$ cat config.mk
export PLATFORM = sky130hd
export DESIGN_NAME = adc_precharge_acq_sequencer
export DESIGN_NICKNAME = d
export VERILOG_FILES = /design/src/common/adc_seq_pkg.sv /design/src/core/tick_gen.sv /design/src/core/adc_precharge_acq_sequencer.sv
export SDC_FILE = /design/constraint.sdc
export NUM_CORES = 1
export LEC_CHECK = 0
export BUFFER_PORTS_ARGS = -buffer_cell sky130_fd_sc_hd__buf_2
export CAP_MARGIN = 20
export CORE_ASPECT_RATIO = 0.5
export CORE_MARGIN = 2
export CORE_UTILIZATION = 30
export CTS_BUF_LIST = sky130_fd_sc_hd__clkbuf_16
export DETAILED_ROUTE_END_ITERATION = 8
export PLACE_DENSITY = 0.53
export SETUP_SLACK_MARGIN = 0.02
export SYNTH_ARGS = -nofsm -noshare
export SYNTH_HDL_FRONTEND = slang
export SYNTH_SLANG_ARGS = --single-unit
$ cat constraint.sdc
create_clock -name pclk -period 3.6 [get_ports pclk]
set_input_delay 0.72 -clock pclk [delete_from_list [all_inputs] [get_ports pclk]]
set_output_delay 0.72 -clock pclk [all_outputs]
set_load 0.01 [all_outputs]
$ cat src/common/adc_seq_pkg.sv
package adc_seq_pkg;

    // Register byte offsets on the APB bus
    localparam logic [7:0] OFF_PRECHARGE_TIME = 8'h00;
    localparam logic [7:0] OFF_ACQUISITION_TIME = 8'h04;
    localparam logic [7:0] OFF_GUARD_RING_CONTROL = 8'h08;
    localparam logic [7:0] OFF_EXTRA_SAMPLE_CAP_SELECT = 8'h0C;
    localparam logic [7:0] OFF_CONV_CONTROL = 8'h10;
    localparam logic [7:0] OFF_CONV_STATUS = 8'h14;

    // Reset values
    localparam logic [7:0] RST_PRECHARGE_TIME = 8'h00;
    localparam logic [7:0] RST_ACQUISITION_TIME = 8'h00;
    localparam logic [2:0] RST_GUARD = 3'h0;
    localparam logic [2:0] RST_CAP = 3'h0;

    // Field layout
    localparam int TIME_W = 7;
    localparam int CAP_W = 3;
    localparam int GRD_B_OE_BIT = 7;
    localparam int GRD_A_OE_BIT = 6;
    localparam int GRD_POL_BIT = 5;
    localparam int CTL_ON_BIT = 0;
    localparam int CTL_GO_BIT = 1;
    localparam int CTL_DSEN_BIT = 2;
    localparam int CTL_IPEN_BIT = 3;
    localparam int CTL_OSC_BIT = 4;
    localparam int STS_SECOND_BIT = 2;

    // Instruction cycle is the system clock divided by four
    localparam int ICYC_DIV = 4;
    localparam logic [1:0] ICYC_LAST = 2'(ICYC_DIV - 1);
    // Conversion stage length in timing ticks
    localparam logic [3:0] CONV_TICKS = 4'hB;

    typedef enum logic [1:0] {
        STG_IDLE = 2'b00,
        STG_PRE = 2'b01,
        STG_ACQ = 2'b10,
        STG_CONV = 2'b11
    } stage_t;

endpackage

$ cat src/core/tick_gen.sv
`timescale 1ns/10ps
// Timing tick: instruction cycle or dedicated oscillator edge
module tick_gen
    import adc_seq_pkg::*;
(
    input wire logic pclk,
    input wire logic presetn,
    input wire logic use_osc,
    input wire logic osc_clk_in,
    output logic tick
);
    logic [1:0] div_q;
    logic [1:0] div_d;
    logic osc_s1_q;
    logic osc_s2_q;
    logic osc_s3_q;
    wire div_wrap = (div_q == ICYC_LAST);
    wire osc_rise = osc_s2_q & ~osc_s3_q;

    assign div_d = div_wrap ? 2'h0 : div_q + 2'h1;
    assign tick = use_osc ? osc_rise : div_wrap;

    always_ff @(posedge pclk or negedge presetn) begin
        if (!presetn) begin
            div_q <= 2'h0;
            osc_s1_q <= 1'b0;
            osc_s2_q <= 1'b0;
            osc_s3_q <= 1'b0;
        end else begin
            div_q <= div_d;
            osc_s1_q <= osc_clk_in;
            osc_s2_q <= osc_s1_q;
            osc_s3_q <= osc_s2_q;
        end
    end
endmodule // tick_gen

$ cat src/core/adc_precharge_acq_sequencer.sv
// Design decisions made here: the placing of the registers and the APB slave port.
`timescale 1ns/10ps
// Behaviour
// - Stage status 11 conv, 10 acq, 01 pre
// - Stage status 00 when idle
// - Nonzero pre-charge field gives N cycles
// - Zero pre-charge field skips pre-charge
// - Count unit is one instruction cycle
// - Nonzero acquisition field gives N cycles
// - Zero acquisition field skips acquisition
// - Dedicated oscillator also times both stages
// - Unimplemented register bits read zero
// - Guard B enable routes guard to pin
// - Guard A enable routes guard to pin
// - Polarity bit sets guard starting level
// - Guard outputs held while converter on
// - Guard A toggles at acquisition start
// - Second conversion inverts, stored bit kept
// - Capacitor select adds 4 pF steps
// - Double sample restarts, start flag kept
module adc_precharge_acq_sequencer
    import adc_seq_pkg::*;
(
    input wire logic pclk,
    input wire logic presetn,
    input wire logic psel,
    input wire logic penable,
    input wire logic pwrite,
    input wire logic [7:0] paddr,
    input wire logic [31:0] pwdata,
    output logic [31:0] prdata,
    output logic pready,
    output logic pslverr,
    input wire logic osc_clk_in,
    output logic guard_pin_a,
    output logic guard_pin_a_oe_n,
    output logic guard_pin_b,
    output logic guard_pin_b_oe_n,
    output logic [CAP_W-1:0] extra_cap_sel,
    output logic [1:0] stage_status,
    output logic conv_done_pulse
);
    logic [TIME_W-1:0] precharge_count_q;
    logic [TIME_W-1:0] acquisition_count_q;
    logic guard_b_out_en_q;
    logic guard_a_out_en_q;
    logic guard_start_level_q;
    logic [CAP_W-1:0] extra_cap_sel_q;
    logic converter_on_q;
    logic go_q;
    logic double_sample_en_q;
    logic second_invert_en_q;
    logic dedicated_conv_osc_q;
    logic second_q;
    stage_t stg_q;
    stage_t stg_d;
    logic [TIME_W-1:0] tmr_q;
    logic [TIME_W-1:0] tmr_d;
    logic [31:0] prdata_q;
    logic pslverr_q;
    logic pready_q;
    logic grd_a_q;
    logic grd_b_q;
    logic grd_a_oe_n_q;
    logic grd_b_oe_n_q;
    logic done_q;
    logic tick;

    tick_gen u_tick (
        .pclk(pclk),
        .presetn(presetn),
        .use_osc(dedicated_conv_osc_q),
        .osc_clk_in(osc_clk_in),
        .tick(tick)
    );

    // APB decode; no wait state, pready registered from setup so every output stays registered
    wire setup = psel & ~penable;
    wire access = psel & penable & pready_q;
    wire wr = access & pwrite;
    wire hit_pre = (paddr == OFF_PRECHARGE_TIME);
    wire hit_acq = (paddr == OFF_ACQUISITION_TIME);
    wire hit_grd = (paddr == OFF_GUARD_RING_CONTROL);
    wire hit_cap = (paddr == OFF_EXTRA_SAMPLE_CAP_SELECT);
    wire hit_ctl = (paddr == OFF_CONV_CONTROL);
    wire hit_sts = (paddr == OFF_CONV_STATUS);
    wire hit_any = hit_pre | hit_acq | hit_grd | hit_cap | hit_ctl | hit_sts;

    wire [31:0] rd_pre = {25'h0, precharge_count_q};
    wire [31:0] rd_acq = {25'h0, acquisition_count_q};
    wire [31:0] rd_grd = {24'h0, guard_b_out_en_q, guard_a_out_en_q,
                          guard_start_level_q, 5'h00};
    wire [31:0] rd_cap = {29'h0, extra_cap_sel_q};
    wire [31:0] rd_ctl = {27'h0, dedicated_conv_osc_q, second_invert_en_q,
                          double_sample_en_q, go_q, converter_on_q};
    wire [31:0] rd_sts = {29'h0, second_q, stg_q};
    wire [31:0] rd_mux = hit_pre ? rd_pre :
                         hit_acq ? rd_acq :
                         hit_grd ? rd_grd :
                         hit_cap ? rd_cap :
                         hit_ctl ? rd_ctl :
                         hit_sts ? rd_sts : 32'h0000_0000;

    // Per-register write strobes
    wire wr_pre = wr & hit_pre;
    wire wr_acq = wr & hit_acq;
    wire wr_grd = wr & hit_grd;
    wire wr_cap = wr & hit_cap;
    wire wr_ctl = wr & hit_ctl;

    // Sequencer next state
    wire tmr_end = tick & (tmr_q == 7'h01);
    wire conv_end = (stg_q == STG_CONV) & tmr_end;
    wire go_set = wr_ctl & pwdata[CTL_GO_BIT] & pwdata[CTL_ON_BIT];
    wire start = (stg_q == STG_IDLE) & go_q & converter_on_q;
    // Double sample chains into the next conversion with no idle gap
    wire restart = conv_end & go_q & double_sample_en_q;
    wire pre_skip = (precharge_count_q == 7'h00);
    wire acq_skip = (acquisition_count_q == 7'h00);
    stage_t first_stg;
    logic [TIME_W-1:0] first_tmr;
    assign first_stg = !pre_skip ? STG_PRE : (!acq_skip ? STG_ACQ : STG_CONV);
    assign first_tmr = !pre_skip ? precharge_count_q :
                       (!acq_skip ? acquisition_count_q : {3'h0, CONV_TICKS});

    always_comb begin
        stg_d = stg_q;
        tmr_d = tmr_q;
        if (tick && tmr_q != 7'h00) begin
            tmr_d = tmr_q - 7'h01;
        end
        case (stg_q)
            STG_IDLE: begin
                if (start) begin
                    if (!pre_skip) begin
                        stg_d = STG_PRE;
                        tmr_d = precharge_count_q;
                    end else if (!acq_skip) begin
                        stg_d = STG_ACQ;
                        tmr_d = acquisition_count_q;
                    end else begin
                        stg_d = STG_CONV;
                        tmr_d = {3'h0, CONV_TICKS};
                    end
                end
            end
            STG_PRE: begin
                if (tmr_end) begin
                    if (!acq_skip) begin
                        stg_d = STG_ACQ;
                        tmr_d = acquisition_count_q;
                    end else begin
                        stg_d = STG_CONV;
                        tmr_d = {3'h0, CONV_TICKS};
                    end
                end
            end
            STG_ACQ: begin
                if (tmr_end) begin
                    stg_d = STG_CONV;
                    tmr_d = {3'h0, CONV_TICKS};
                end
            end
            STG_CONV: begin
                if (restart) begin
                    stg_d = first_stg;
                    tmr_d = first_tmr;
                end else if (tmr_end) begin
                    stg_d = STG_IDLE;
                end
            end
            default: begin
                stg_d = STG_IDLE;
            end
        endcase
        if (!converter_on_q) begin
            stg_d = STG_IDLE;
        end
    end

    // Next pair position; a chained conversion must see its own polarity
    wire second_d = go_q & double_sample_en_q & (second_q ^ conv_end);
    wire inv = second_d & double_sample_en_q & second_invert_en_q;
    wire start_lvl = guard_start_level_q ^ inv;
    wire entering_pre = (stg_q != STG_PRE) & (stg_d == STG_PRE);
    wire entering_acq = (stg_q != STG_ACQ) & (stg_d == STG_ACQ);
    wire idle_track = (stg_q == STG_IDLE) & ~start;
    wire conv_rerun = restart & (first_stg == STG_CONV);
    wire load_lvl = entering_pre | idle_track | conv_rerun;
    // Guard A level just before its flip into acquisition
    wire acq_base = (stg_q == STG_PRE) ? grd_a_q : start_lvl;

    always_ff @(posedge pclk or negedge presetn) begin
        if (!presetn) begin
            pready_q <= 1'b0;
        end else begin
            pready_q <= setup;
        end
    end

    // Read data captured at setup, held through the access cycle
    always_ff @(posedge pclk or negedge presetn) begin
        if (!presetn) begin
            prdata_q <= 32'h0000_0000;
        end else if (setup && !pwrite) begin
            prdata_q <= rd_mux;
        end
    end

    always_ff @(posedge pclk or negedge presetn) begin
        if (!presetn) begin
            pslverr_q <= 1'b0;
        end else begin
            pslverr_q <= setup & ~hit_any;
        end
    end

    always_ff @(posedge pclk or negedge presetn) begin
        if (!presetn) begin
            precharge_count_q <= RST_PRECHARGE_TIME[TIME_W-1:0];
        end else if (wr_pre) begin
            precharge_count_q <= pwdata[TIME_W-1:0];
        end
    end

    always_ff @(posedge pclk or negedge presetn) begin
        if (!presetn) begin
            acquisition_count_q <= RST_ACQUISITION_TIME[TIME_W-1:0];
        end else if (wr_acq) begin
            acquisition_count_q <= pwdata[TIME_W-1:0];
        end
    end

    always_ff @(posedge pclk or negedge presetn) begin
        if (!presetn) begin
            {guard_b_out_en_q, guard_a_out_en_q, guard_start_level_q} <= RST_GUARD;
        end else if (wr_grd) begin
            guard_b_out_en_q <= pwdata[GRD_B_OE_BIT];
            guard_a_out_en_q <= pwdata[GRD_A_OE_BIT];
            guard_start_level_q <= pwdata[GRD_POL_BIT];
        end
    end

    always_ff @(posedge pclk or negedge presetn) begin
        if (!presetn) begin
            extra_cap_sel_q <= RST_CAP;
        end else if (wr_cap) begin
            extra_cap_sel_q <= pwdata[CAP_W-1:0];
        end
    end

    always_ff @(posedge pclk or negedge presetn) begin
        if (!presetn) begin
            {converter_on_q, double_sample_en_q, second_invert_en_q} <= 3'h0;
            dedicated_conv_osc_q <= 1'b0;
        end else if (wr_ctl) begin
            converter_on_q <= pwdata[CTL_ON_BIT];
            double_sample_en_q <= pwdata[CTL_DSEN_BIT];
            second_invert_en_q <= pwdata[CTL_IPEN_BIT];
            dedicated_conv_osc_q <= pwdata[CTL_OSC_BIT];
        end
    end

    // Start flag: hardware clear at end of a single conversion; set wins
    always_ff @(posedge pclk or negedge presetn) begin
        if (!presetn) begin
            go_q <= 1'b0;
        end else if (go_set) begin
            go_q <= 1'b1;
        end else if (wr && hit_ctl) begin
            go_q <= 1'b0;
        end else if (!converter_on_q || (conv_end && !double_sample_en_q)) begin
            go_q <= 1'b0;
        end
    end

    always_ff @(posedge pclk or negedge presetn) begin
        if (!presetn) begin
            stg_q <= STG_IDLE;
            tmr_q <= 7'h00;
        end else begin
            stg_q <= stg_d;
            tmr_q <= tmr_d;
        end
    end

    // End-of-conversion strobe rises on the same edge as the stage change
    always_ff @(posedge pclk or negedge presetn) begin
        if (!presetn) begin
            done_q <= 1'b0;
        end else begin
            done_q <= conv_end;
        end
    end

    // Alternates which conversion of a pair is running
    always_ff @(posedge pclk or negedge presetn) begin
        if (!presetn) begin
            second_q <= 1'b0;
        end else begin
            second_q <= second_d;
        end
    end

    // Guard pins float back while the converter is off
    always_ff @(posedge pclk or negedge presetn) begin
        if (!presetn) begin
            grd_a_oe_n_q <= 1'b1;
            grd_b_oe_n_q <= 1'b1;
        end else begin
            grd_a_oe_n_q <= ~(converter_on_q & guard_a_out_en_q);
            grd_b_oe_n_q <= ~(converter_on_q & guard_b_out_en_q);
        end
    end

    always_ff @(posedge pclk or negedge presetn) begin
        if (!presetn) begin
            grd_a_q <= 1'b0;
        end else if (load_lvl) begin
            grd_a_q <= start_lvl;
        end else if (entering_acq) begin
            grd_a_q <= ~acq_base;
        end
    end

    always_ff @(posedge pclk or negedge presetn) begin
        if (!presetn) begin
            grd_b_q <= 1'b0;
        end else if (load_lvl) begin
            grd_b_q <= start_lvl;
        end else if (entering_acq) begin
            grd_b_q <= acq_base;
        end
    end

    assign prdata = prdata_q;
    assign pready = pready_q;
    assign pslverr = pslverr_q;
    assign guard_pin_a = grd_a_q;
    assign guard_pin_b = grd_b_q;
    assign guard_pin_a_oe_n = grd_a_oe_n_q;
    assign guard_pin_b_oe_n = grd_b_oe_n_q;
    assign extra_cap_sel = extra_cap_sel_q;
    assign stage_status = stg_q;
    assign conv_done_pulse = done_q;
endmodule // adc_precharge_acq_sequencer

=== After elaboration in Yosys (flattened, before gate mapping) ===
Cells that the tools add are included.

* Add/sub/neg operators: 2
* Multiply operators: 0
* Div/mod/pow operators: 0
* Magnitude comparators: 0
* Eq/ne operators: 15
* Shift-type cells: 0
* Multiplexer cells: 33
* Bitwise operators: 45
* Reductions and logical operators: 15

{| class="wikitable"
|+ Operators by type and width
! kind !! number
|-
| 7-bit two-way mux || 7
|-
| 1-bit bitwise AND || 29
|-
| 7-bit one-hot mux with 4 select lines || 1
|-
| 8-bit two-way mux || 3
|-
| 8-bit by 4-bit equality test with 1-bit output (second input constant) || 2
|-
| 8-bit by 5-bit equality test with 1-bit output (second input constant) || 2
|-
| 2-bit two-way mux || 8
|-
| 7-bit zero test || 2
|-
| 2-bit equality test (second input constant) || 5
|-
| 1-bit two-way mux || 10
|-
| 5-bit two-way mux || 2
|-
| 8-bit by 3-bit equality test with 1-bit output (second input constant) || 1
|-
| 8-bit zero test || 1
|-
| 2-bit one-hot mux with 4 select lines || 1
|-
| 7-bit by 1-bit equality test with 1-bit output (second input constant) || 1
|-
| 1-bit NOT || 7
|-
| 1-bit bitwise OR || 7
|-
| 7-bit nonzero test || 1
|-
| 7-bit by 1-bit subtractor with 7-bit output (second input constant) || 1
|-
| 2-bit by 1-bit equality test with 1-bit output (second input constant) || 2
|-
| 1-bit logical AND || 4
|-
| 1-bit zero test || 3
|-
| 3-bit two-way mux || 1
|-
| 3-bit nonzero test || 1
|-
| 7 further kinds || 8
|}

* Register bits after elaboration: 79
* Bits in latches: 0
* Bits in writable memories: 0
* Memory bits (read-only): 0
* Output and inout bits: 44
* Logic and storage cells: 136
* Memories kept: 0

=== Logic depth before layout (Yosys ltp) ===
Gate-level depths: netlist of the first run.

* Depth after elaboration: 15
* Depth in mapped cells: 9

=== Cells and area by module ===
From an unflattened synthesis of the first run, not the netlist that was laid out.

* Cells, all modules: 343
* Area total of the unflattened synthesis: 3271.9 um2

{| class="wikitable"
|+ By module, submodules not included
! module !! instances !! cells each !! area an instance (um2) !! seq. area each (um2)
|-
| adc_precharge_acq_sequencer || 1 || 333 || 3114.2 || 1253.7
|-
| tick_gen || 1 || 10 || 157.7 || 125.1
|}

=== Least setup slack after synthesis of the first run ===
Ideal clock, no wire load.

* Path type: reg2reg
* From: reg tmr_q[3]
* To: reg grd_a_q, in the netlist guard_pin_a
* Library setup time: 0.140 ns
* Data arrival time: 2.258 ns
* Data required time: 3.460 ns
* Path slack: 1.202 ns
* Stages on the path, launching flop included: 9
* Path buffers: 1
* Path through: dfrtp_1 > or4_4 > buf_6 > a211oi_4 > mux2i_1 > xor2_1 > nand2_1 > a211oi_1 > a311oi_2

* Word-level cells in the longest chain between the ends: 13
* Elaborated cells between the ends (all ways): 28
* Those cells by class: eq/ne: 3; mux: 9; bitwise: 15; reduce/logical: 1

{| class="wikitable"
|+ RTL lines
! what !! RTL line !! source
|-
| from (decl) || adc_precharge_acq_sequencer.sv:57 || <nowiki>logic [TIME_W-1:0] tmr_q;</nowiki>
|-
| from (signal assigned) || adc_precharge_acq_sequencer.sv:283 || <nowiki>tmr_q <= tmr_d;</nowiki>
|-
| 7-bit by 1-bit equality test with 1-bit output * || adc_precharge_acq_sequencer.sv:112 || <nowiki>wire tmr_end = tick & (tmr_q == 7'h01);</nowiki>
|-
| 1-bit bitwise AND * || adc_precharge_acq_sequencer.sv:112 ||
|-
| 1-bit bitwise AND * || adc_precharge_acq_sequencer.sv:113 || <nowiki>wire conv_end = (stg_q == STG_CONV) & tmr_end;</nowiki>
|-
| net conv_end || adc_precharge_acq_sequencer.sv:113 ||
|-
| 1-bit bitwise AND (2 in series) || adc_precharge_acq_sequencer.sv:117 || <nowiki>wire restart = conv_end & go_q & double_sample_en_q;</nowiki>
|-
| 2-bit two-way mux || adc_precharge_acq_sequencer.sv:165 || <nowiki>if (restart) begin</nowiki>
|-
| 2-bit one-hot mux with 4 select lines || adc_precharge_acq_sequencer.sv:132 || <nowiki>case (stg_q)</nowiki>
|-
| 2-bit two-way mux || adc_precharge_acq_sequencer.sv:176 || <nowiki>if (!converter_on_q) begin</nowiki>
|-
| 2-bit by 1-bit equality test with 1-bit output || adc_precharge_acq_sequencer.sv:185 || <nowiki>wire entering_pre = (stg_q != STG_PRE) & (stg_d == STG_PRE);</nowiki>
|-
| 1-bit bitwise AND || adc_precharge_acq_sequencer.sv:185 ||
|-
| 1-bit bitwise OR (2 in series) || adc_precharge_acq_sequencer.sv:189 || <nowiki>wire load_lvl = entering_pre | idle_track | conv_rerun;</nowiki>
|-
| 1-bit two-way mux / 2-bit nonzero test (equally long branches) || - ||
|-
| to (signal assigned) || adc_precharge_acq_sequencer.sv:320 || <nowiki>grd_a_q <= start_lvl;</nowiki>
|-
| to (signal assigned) || adc_precharge_acq_sequencer.sv:322 || <nowiki>grd_a_q <= ~acq_base;</nowiki>
|-
| to (decl) || adc_precharge_acq_sequencer.sv:62 || <nowiki>logic grd_a_q;</nowiki>
|}

Mark *: on every way through the listed nets, which the timed path passes. The rest lies on a longest branch. The select of a mux whose other input is x is not followed.
A chain may end at the register's enable or synchronous reset.

=== Worst setup path in the final report of the first run ===
Ends and elaborated chain as after synthesis.

==> results of run 1 <==
## where the power goes
group | switching [uW] | total, uW | internal, uW
Clock | 232 | 563 | 331
Combinational | 121 | 207 | 86.2
Sequential | 29.4 | 678 | 648
## cell type report
cell class	instances	area [um2]
clock buffer	5	125
clock inverter	3	46.3
fill	1054	6660
inverter	8	30.0
multi-input combinational	253	1640
sequential	55	1380
tap	140	175
timing repair buffer	43	220
## critical path, delay by kind of cell, from the launching register on
kind,cells,cell delay [ns]
AOI/OAI and AO/OA,3,0.75
xor gates and xnor gates,1,0.34
DFF,1,0.43
muxes,1,0.26
and+or+nand+nor,2,0.72
## cell usage in the layout, fill, tap and decap left out, types with 3 or more instances in the layout
cell / netlist / final
nand2b_1: 6 / 6
nor3_1: 3 / 3
nand2_1: 44 / 44
mux2_2: 26 / 26
a21oi_1: 14 / 14
mux2i_1: 7 / 7
dfrtp_1: 53 / 53
nor2b_1: 3 / 3
nand3_1: 11 / 11
inv_1: 8 / 8
xnor2_1: 4 / 4
and2_1: 3 / 3
o21ai_0: 19 / 19
a22o_1: 3 / 3
conb_1: 1 / 24
buf_2: 0 / 41
xor2_1: 3 / 3
o21ai_1: 6 / 6
ha_1: 4 / 4
a211oi_1: 3 / 3
clkbuf_16: 0 / 5
nor2_1: 26 / 26
a2bb2oi_1: 3 / 3
nand4_1: 3 / 3
## path summary, 6_finish.rpt
| check | slack (ns) | cells after the start | startpoint | to |
|---|---|---|---|---|
| max in group asynchronous | 2.40 | 2 | presetn | guard_pin_a_oe_n |
| setup reg to reg | 0.97 | 7 | tmr_q[3] | guard_pin_a |
| setup / recovery | 0.97 | 7 | tmr_q[3] | guard_pin_a |
| min in group asynchronous | 0.37 | 1 | presetn | pslverr |
| hold / removal | 0.35 | 0 | u_tick.osc_s1_q | u_tick.osc_s2_q |
| hold reg to reg | 0.35 | 0 | u_tick.osc_s1_q | u_tick.osc_s2_q |
## routing by layer
layer  share of wire, %  track usage (%)  vias up
met5                  0                0        -
met3                4.3             1.79        6
li1                   -                -     1190
met1                 51             19.9     1221
met2                 44             21.0       78
met4               0.69             2.92        0
## Yosys cell counts (2+ instances only)
cell,instances,area [um2]
buf_4,24,180
nor4_1,2,12.5
mux2_2,26,293
o221ai_1,2,17.5
inv_1,8,30.0
o211ai_1,2,15.0
nand2_1,44,165
nand4b_1,2,17.5
a221o_1,2,20.0
nand4_1,3,18.8
dfstp_2,2,52.6
mux2i_1,7,70.1
nand3_1,11,55.1
a2bb2oi_1,3,26.3
nor3_1,3,15.0
a211oi_1,3,22.5
and2_1,3,18.8
dfrtp_1,53,1330
nor2_1,26,97.6
a21oi_1,14,70.1
clkbuf_1,8,30.0
xnor2_1,4,35.0
xor2_1,3,26.3
a22o_1,3,26.3
nand2b_1,6,37.5
o21ai_0,19,95.1
a22oi_1,2,15.0
ha_1,4,50.1
o21ai_1,6,30.0
nor2b_1,3,18.8
## logic make-up after synthesis
group	after synthesis	share of synthesized area, %
flip-flops	55	43.2
AO/OA/AOI/OAI	71	16.1
XOR/XNOR	7	1.92
buffers and inverters	42	8.00
AND/OR/NAND/NOR	114	17.7
other	1	0.118
multiplexers	33	11.4
adder cells (fa/ha/maj)	4	1.57
## through the flow
step / cells / power, uW / util [%]
floorplan: 350 / 869 / -
global placement: 499 / 896 / 33.5
detailed placement: 499 / 898 / 33.5
CTS: 507 / 1460 / 35.2
global route: 507 / 1520 / 35.2
finish: 507 / 1450 / 35.2
## sequential cells by signal (all words and copies together), names as in the netlist, 2 cells and up
register / cells
stage_status: 2
precharge_count_q: 7
prdata: 8
acquisition_count_q: 7
tmr_q: 7
extra_cap_sel: 3
u_tick.div_q: 2
==> run_results.csv, run 1 <==
group,metric,value,unit
placed_design,gp_congestion,0.798,
clock_network,htreeDepth,2,
clock_network,tritoncts,"done",
die,fp.dieArea,0.0115,mm2
sta,tightest_slew,0.723,ns
routing,viasPerCell,4.92,
sta,relSlewSlack,51.4,%
die,die_w,150,um
placed_design,hpwl,5.75,mm
worst_setup_path,crit_type,"reg -> reg",
finish,drive_above_1_share,24.5,%
routing,wl_per_cell,14.8,um
logic_synthesis,synth_edf_count,0,
logic_synthesis,synth_cell_type_count,59,
worst_setup_path,critPathArrivalTime,2.80,ns
worst_setup_path,critPathMaxFanout,7,
sta,slew_viol_final,0,
clock_network,cts_buffers,5,
power_and_ir_drop,p_leak,0.00169,uW
clock_network,clk_latency,0.29,ns
routing,ant_nets,0,
grt,grt_pass1_vias,2370,
sta,hold_viol_final,0,
finish,antenna_cells,0,
sta,finalSetupViolCount,0,
clock_network,cts-root-buf,"clkbuf_16",
logic_synthesis,syn_inst,327,
die,initial_utilization,31.0,%
sta,fmax,0.380,GHz
sta,worst_slack,0.966,ns
routing,routed_wirelength,7.51,mm
grt,grt-ovfl-total,0,
logic_synthesis,ys_ff_latch,55,
clock_network,post-cts-setup-buffers,0,
routing,first_iter_violations,106,
finish,fin_nets,416,
grt,grt_max_degree,36,
clock_network,clk_pin_slew,0.07,ns
worst_setup_path,cp.required,3.76,ns
placed_design,pre_cts_ws,0.987,ns
logic_synthesis,yosysWarnings,0,
logic_synthesis,synth_area,0.00319,mm2
sta,post-route-period-util,73.2,%
worst_setup_path,timing.critical_path.to_type,"flip-flop",
sta,fin_skew,0.00628,ns
power_and_ir_drop,ir_drop,0.000197,V
die,chipHeight,76.9,um
clock_network,clockBufferDepth,2,
sta,hold_ws,0.350,ns
worst_setup_path,crit_chain,"or4_4, a211oi_4, mux2i_1, xor2_1, nand2_1, a211oi_1, a311oi_2",
logic_synthesis,synth_seq_area_share,43.2,%
die,ioPinCount,90,
grt,grt_pass1_wl,12.5,mm
worst_setup_path,cp_slowest_cell,"or4_4",
routing,vias,2495,
worst_setup_path,cp-start-kind,"flip-flop",
routing,drc,0,
sta,rsz0062_at_grt,"false",
flow_run,timing.max_cap.violations,0,
routing,dr.pass1.iters,4,
logic_synthesis,synth_ff_type,"dfrtp_1",
grt,grt_use_total,13.5,%
die,fp.coreArea,0.0103,mm2
placed_design,port_buffers,41,
status,outcome,"finished clean",
sta,period_minus_slack,2.63,ns
logic_synthesis,avgSynthCellArea,9.75,um2
finish,fin_area,0.00362,mm2
logic_synthesis,synthArstFlopShare,100,%
clock_network,hold_buffers,0,
power_and_ir_drop,powerDensity,400,mW/mm2
die,row_count,26,
grt,antenna_found_initial,0,
placed_design,place_area,0.00345,mm2
hold_path,min_path_type,"reg -> reg",
clock_network,cts.sinks,55,
finish,area_growth_syn_to_layout,13.4,%
clock_network,cts.repair.resized,0,
worst_setup_path,max_stage_delay,0.62,ns
sta,setup_tns,0,ns
Power figures use the tool's default switching activity.
==> run 2, diff against run 1 <==
--- a/config.mk
+++ b/config.mk
@@ -12,7 +12,7 @@
 export CORE_UTILIZATION = 30
 export CTS_BUF_LIST = sky130_fd_sc_hd__clkbuf_16
 export DETAILED_ROUTE_END_ITERATION = 8
-export PLACE_DENSITY = 0.53
+export PLACE_DENSITY = 0.55
 export SETUP_SLACK_MARGIN = 0.02
 export SYNTH_ARGS = -nofsm -noshare
 export SYNTH_HDL_FRONTEND = slang
==> constraint.sdc (replaced) <==
create_clock -name pclk -period 2.4 [get_ports pclk]
set_input_delay 0.48 -clock pclk [delete_from_list [all_inputs] [get_ports pclk]]
set_output_delay 0.48 -clock pclk [all_outputs]
set_load 0.01 [all_outputs]
==> run 2 against run 1 <==
  * Hold slack got worse by 0.062 ns
  * Register-to-register slack got worse by 0.92 ns
  * Total power rose by 55%
  * Sequential share of layout area fell by 2.1 points
  * Critical path depth rose by 1
  * Count of clock-buffer cells in the layout did not move
  * Sequential power rose by 49%
  * Combinational power rose by 83%
  * Maximum frequency rose by 12%
  * Largest cell class unchanged
==> run_results.csv, run 2 (synthesis results as in run 1) <==
group,metric,value,unit
routing,viasPerCell,4.78,
finish,largest_reg_flops,8,
finish,antenna_cells,0,
worst_setup_path,crit_type,"reg -> reg",
power_and_ir_drop,powerDensity,585,mW/mm2
clock_network,hold_buffers,0,
grt,antenna_found_initial,0,
grt,grt_use_total,14.1,%
worst_setup_path,crit_chain,"or4_4, a211oi_4, buf_4, o22ai_1, or3_4, nand3_1, nand2_1, a311oi_2",
power_and_ir_drop,p_leak,0.00181,uW
sta,hold_viol_final,0,
grt,use_met2,22.6,%
placed_design,port_buffers,41,
sta,post-route-period-util,98.3,%
worst_setup_path,cp_slowest_cell,"or4_4",
hold_path,min_to,"u_tick.osc_s1_q",
routing,dr.pass1.iters,4,
die,row_count,26,
grt,grt-ovfl-total,0,
sta,rsz0062_at_grt,"true",
finish,nFillCells,1050,
grt,grt_pass1_vias,2491,
grt,grtUsageMet3,1.90,%
routing,vias,2527,
grt,grt_pass1_wl,12.9,mm
sta,worst_slack,0.0419,ns
worst_setup_path,cp.required,2.60,ns
placed_design,place_area,0.00359,mm2
finish,drive_above_1_share,30.3,%
clock_network,htreeDepth,2,
routing,routed_wirelength,7.69,mm
clock_network,cts_buffers,5,
worst_setup_path,critPathArrivalTime,2.56,ns
placed_design,pre_cts_ws,0.0314,ns
die,ioPinCount,90,
grt,gr-usage-met1,20.1,%
finish,layout_commonest_cell,"dfrtp_1",
clock_network,clk_latency,0.30,ns
sta,fmax,0.424,GHz
finish,fin_area,0.00382,mm2
sta,period_minus_slack,2.36,ns
die,initial_utilization,31.0,%
sta,finalSetupViolCount,0,
worst_setup_path,r2r-end,"guard_pin_a",
sta,fin_skew,0.0102,ns
clock_network,cts-root-buf,"clkbuf_16",
sta,slew_viol_final,0,
power_and_ir_drop,ir_drop,0.000256,V
status,outcome,"finished clean",
routing,ant_nets,0,
grt,grt_max_degree,56,
hold_path,min_path_type,"in -> reg",
sta,relSlewSlack,53.3,%
die,fp.dieArea,0.0115,mm2
flow_run,timing.max_cap.violations,0,
worst_setup_path,timing.critical_path.to_type,"flip-flop",
sta,tightest_slew,0.700,ns
placed_design,hpwl,5.86,mm
routing,first_iter_violations,165,
worst_setup_path,max_stage_delay,0.61,ns
clock_network,cts.sinks,55,
worst_setup_path,critPathMaxFanout,6,
finish,final_cell_mix,"dfrtp_1 (53), nand2_1 (43), buf_2 (41)",
hold_path,min_from,"osc_clk_in",
routing,wl_per_cell,14.5,um
finish,area_growth_syn_to_layout,19.9,%
clock_network,tritoncts,"done",
die,chipHeight,76.9,um
routing,drc,0,
die,fp.coreArea,0.0103,mm2
worst_setup_path,rr_startpoint,"tmr_q[3]",
placed_design,gp_congestion,0.842,
worst_setup_path,cp-start-kind,"flip-flop",
worst_setup_path,reg2reg_depth,8,
hold_path,hold_depth,1,
grt,grt_busiest_layer,"met2",
worst_setup_path,reg2reg_slack,0.04,ns
clock_network,clockBufferDepth,2,
clock_network,clk_pin_slew,0.07,ns
finish,fin_nets,438,
die,die_w,150,um
## run 2: repair_timing
item / 4_1_cts / 5_1_grt
endpoints found under the setup margin: 1 / 6
setup buffers: 3 / 0
gates resized for setup: 0 / 8
pin swaps: 3 / 4
gates cloned: 0 / 0
## run 2: worst max-delay path by stage
| stage | start | to | cells past startpoint |
|---|---|---|---|
| after CTS | tmr_q[5] | guard_pin_a | 7 |
| after detailed placement | tmr_q[3] | guard_pin_a | 7 |
| after floorplan | tmr_q[3] | guard_pin_a | 8 |
| after global routing | tmr_q[3] | guard_pin_a | 7 |
| after global placement | tmr_q[3] | guard_pin_a | 7 |
| final | tmr_q[3] | guard_pin_a | 8 |
## run 2: worst max-delay path: cells and delay by family (launching register included)
family	cells	cell delay [ns]
AOI/OAI and AO/OA	3	0.58
buffers and inverters	1	0.20
and+or+nand+nor	4	1.10
DFF	1	0.38
## run 2: cell type report
cell class	instances	area [um2]	area share, %
inverters	8	30.0	0.785
clock inverters	3	46.3	1.21
clock buffers	5	125	3.27
repair buffers	65	385	10.1
multi-input cells	253	1680	44.0
well taps	140	175	4.58
flip-flops and latches	55	1380	36.0
## run 2: layer usage
metal  share of wire [%]  routed length (um)
met1                  51                3920
met4                0.91                  70
met2                  44                3420
met5                   0                   0
met3                 3.7                 283
## run 2: report_power, final
part           internal [uW]  total [uW]  switching [uW]
logic                    172         378             207
registers                972        1010            38.1
clock network            497         849             352
total                   1640        2240             597
## run 2: stage by stage
| stage | instances | total power, uW | TNS, ns | hold WS [ns] | utilization, % |
|---|---|---|---|---|---|
| floorplan | 350 | 1300 | 0 | 0.184 | - |
| finish | 529 | 2240 | 0 | 0.288 | 37.2 |
| detailed placement | 518 | 1370 | 0 | 0.338 | 34.9 |
| CTS | 529 | 2230 | 0 | 0.288 | 36.8 |
| global route | 529 | 2340 | -0.0855 | 0.283 | 37.2 |
| global placement | 518 | 1370 | 0 | 0.335 | 34.9 |
==> run 3, diff against run 2 <==
--- a/config.mk
+++ b/config.mk
@@ -5,7 +5,7 @@
 export SDC_FILE = /design/constraint.sdc
 export NUM_CORES = 1
 export LEC_CHECK = 0
-export BUFFER_PORTS_ARGS = -buffer_cell sky130_fd_sc_hd__buf_2
+export BUFFER_PORTS_ARGS = -buffer_cell sky130_fd_sc_hd__buf_4
 export CAP_MARGIN = 20
 export CORE_ASPECT_RATIO = 0.5
 export CORE_MARGIN = 2
==> run 3 against run 2 <==
  * Clock power shrank 14%
  * Core utilization is 0.83 points higher
  * Non-clock buffer count up 3
  * Hold slack lost 0.053 ns
  * Wire length increased by 1.2%
  * Die area unchanged
  * Count of clock-buffer cells in the layout did not move
  * Total power shrank 5.0%
  * Sequential share of layout area shrank 0.78 points
  * Setup slack improved by 0.0064 ns
  * Largest power group unchanged
==> run_results.csv, run 3 (synthesis results as in run 1) <==
group,metric,value,unit
status,outcome,"finished clean",
finish,fin_nets,441,
sta,fin_skew,0.00891,ns
placed_design,hpwl,5.93,mm
worst_setup_path,cp.required,2.60,ns
grt,grt_use_total,14.0,%
die,row_count,26,
worst_setup_path,cp_slowest_cell,"or4_4",
grt,antenna_found_initial,0,
die,chipHeight,76.9,um
grt,use_met2,21.6,%
die,initial_utilization,31.0,%
clock_network,tritoncts,"done",
worst_setup_path,cp-start-kind,"flip-flop",
finish,final_cell_mix,"buf_4 (68), dfrtp_1 (53), nand2_1 (44)",
grt,grt_max_degree,56,
grt,grt_pass1_wl,12.9,mm
clock_network,cts-root-buf,"clkbuf_16",
worst_setup_path,rr_startpoint,"tmr_q[2]",
worst_setup_path,critPathArrivalTime,2.55,ns
sta,rsz0062_at_grt,"true",
routing,routed_wirelength,7.78,mm
sta,slew_viol_final,0,
placed_design,gp_congestion,0.882,
finish,drive_above_1_share,30.4,%
sta,tightest_slew,0.704,ns
sta,finalSetupViolCount,0,
finish,layout_commonest_cell,"buf_4",
placed_design,place_inst,520,
power_and_ir_drop,clock_power_share,34.5,%
die,ioPinCount,90,
sta,post-route-period-util,98.0,%
sta,fmax,0.425,GHz
clock_network,clk_latency,0.29,ns
routing,viasPerCell,4.76,
power_and_ir_drop,powerDensity,543,mW/mm2
finish,area_growth_syn_to_layout,22.6,%
sta,hold_viol_final,0,
power_and_ir_drop,p_leak,0.00184,uW
sta,period_minus_slack,2.35,ns
grt,grt-ovfl-total,0,
worst_setup_path,r2r-end,"guard_pin_a",
die,die_w,150,um
finish,antenna_cells,0,
clock_network,cts_buffers,5,
grt,gr-usage-met1,21.0,%
worst_setup_path,reg2reg_depth,7,
clock_network,clockBufferDepth,2,
power_and_ir_drop,intPower,1540,uW
power_and_ir_drop,power_switching,583,uW
worst_setup_path,crit_type,"reg -> reg",
worst_setup_path,max_stage_delay,0.60,ns
power_and_ir_drop,power,2120,uW
routing,drc,0,
flow_run,timing.max_cap.violations,0,
power_and_ir_drop,p_sw_share,27.4,%
grt,grtUsageMet3,2.02,%
clock_network,cts.sinks,55,
power_and_ir_drop,pwr-share-seq,47.5,%
finish,final_cells,532,
grt,grt_busiest_layer,"met2",
sta,relSlewSlack,53.1,%
grt,grt_pass1_vias,2469,
power_and_ir_drop,ir_drop,0.000324,V
clock_network,htreeDepth,2,
power_and_ir_drop,p_comb_share,18.0,%
routing,wl_per_cell,14.6,um
worst_setup_path,timing.critical_path.to_type,"flip-flop",
routing,vias,2532,
clock_network,clk_pin_slew,0.07,ns
routing,ant_nets,0,
finish,largest_reg_flops,8,
clock_network,hold_buffers,0,
routing,dr.pass1.iters,4,
routing,first_iter_violations,158,
placed_design,port_buffers,41,
die,fp.coreArea,0.0103,mm2
sta,hold_ws,0.235,ns
hold_path,min_path_type,"in -> async",
die,fp.dieArea,0.0115,mm2
worst_setup_path,crit_chain,"or4_4, a211o_4, mux2i_1, a211oi_2, nor3b_4, buf_4, a311oi_2",
finish,nFillCells,1053,
worst_setup_path,critPathMaxFanout,4,
worst_setup_path,reg2reg_slack,0.05,ns
sta,setup_tns,0,ns
run 3: cell count changes in the layout (fill, tap and decap cells not counted), sizes merged:
| cell | delta |
|---|---|
| bufinv | -1 |
| clkinv | +2 |
| buf | +3 |
| clkinvlp | -1 |
run 3: through the flow:
| step | setup slack, ns | instance area [um2] | util [%] |
|---|---|---|---|
| after floorplan | 0.0527 | 3280 | - |
| after global placement | 0.0197 | 3710 | 36.1 |
| after detailed placement | -0.00736 | 3710 | 36.1 |
| after CTS | 0.0236 | 3860 | 37.6 |
| after global routing | -0.0379 | 3910 | 38.0 |
| final | 0.0483 | 3910 | 38.0 |
run 3: power groups by stage:
stage | Combinational, uW | Clock [uW] | Sequential (uW)
after global routing | 430 | 799 | 1020
final | 382 | 733 | 1010
after CTS | 372 | 748 | 1010
after floorplan | 278 | 0 | 1020
after global placement | 350 | 0 | 1030
after detailed placement | 353 | 0 | 1030
run 3: cell type report:
type | count | area, um2 | share of cell area [%]
flip-flops and latches | 55 | 1380 | 35.3
clock inverters | 3 | 22.5 | 0.576
clock buffers | 5 | 125 | 3.20
repair buffers | 68 | 510 | 13.1
well taps | 140 | 175 | 4.48
multi-input cells | 253 | 1670 | 42.7
inverters | 8 | 30.0 | 0.768
run 3: worst max-delay path by stage:
stage	start	endpoint	slack [ns]	depth (start not counted)
2_1_floorplan	tmr_q[3]	guard_pin_a	0.05	8
3_3_place_gp	tmr_q[3]	guard_pin_a	0.02	7
3_5_place_dp	tmr_q[3]	guard_pin_a	-0.007	7
4_1_cts	tmr_q[2]	guard_pin_a	0.02	7
5_1_grt	tmr_q[1]	guard_pin_a	-0.04	10
6_report	tmr_q[2]	guard_pin_a	0.05	7
run 3: critical path: cells and delay by family (launching register included):
family	cells	cell delay (ns)
AO/OA/AOI/OAI	3	0.90
AND/OR/NAND/NOR	2	0.69
flip-flops	1	0.38
multiplexers	1	0.16
buffers and inverters	1	0.14
run 3: what timing repair did:
action	4_1_cts	5_1_grt
buffers inserted	1	3
setup endpoints to repair	1	6
pin swaps	2	2
cloned	0	0
resized for setup	0	4
run 3: routing by layer:
metal  up-vias  share of wire (%)
li1       1242                  -
met2        59                 45
met1      1226                 51
met3         5                3.4
met4         0               0.57
met5         -                  0
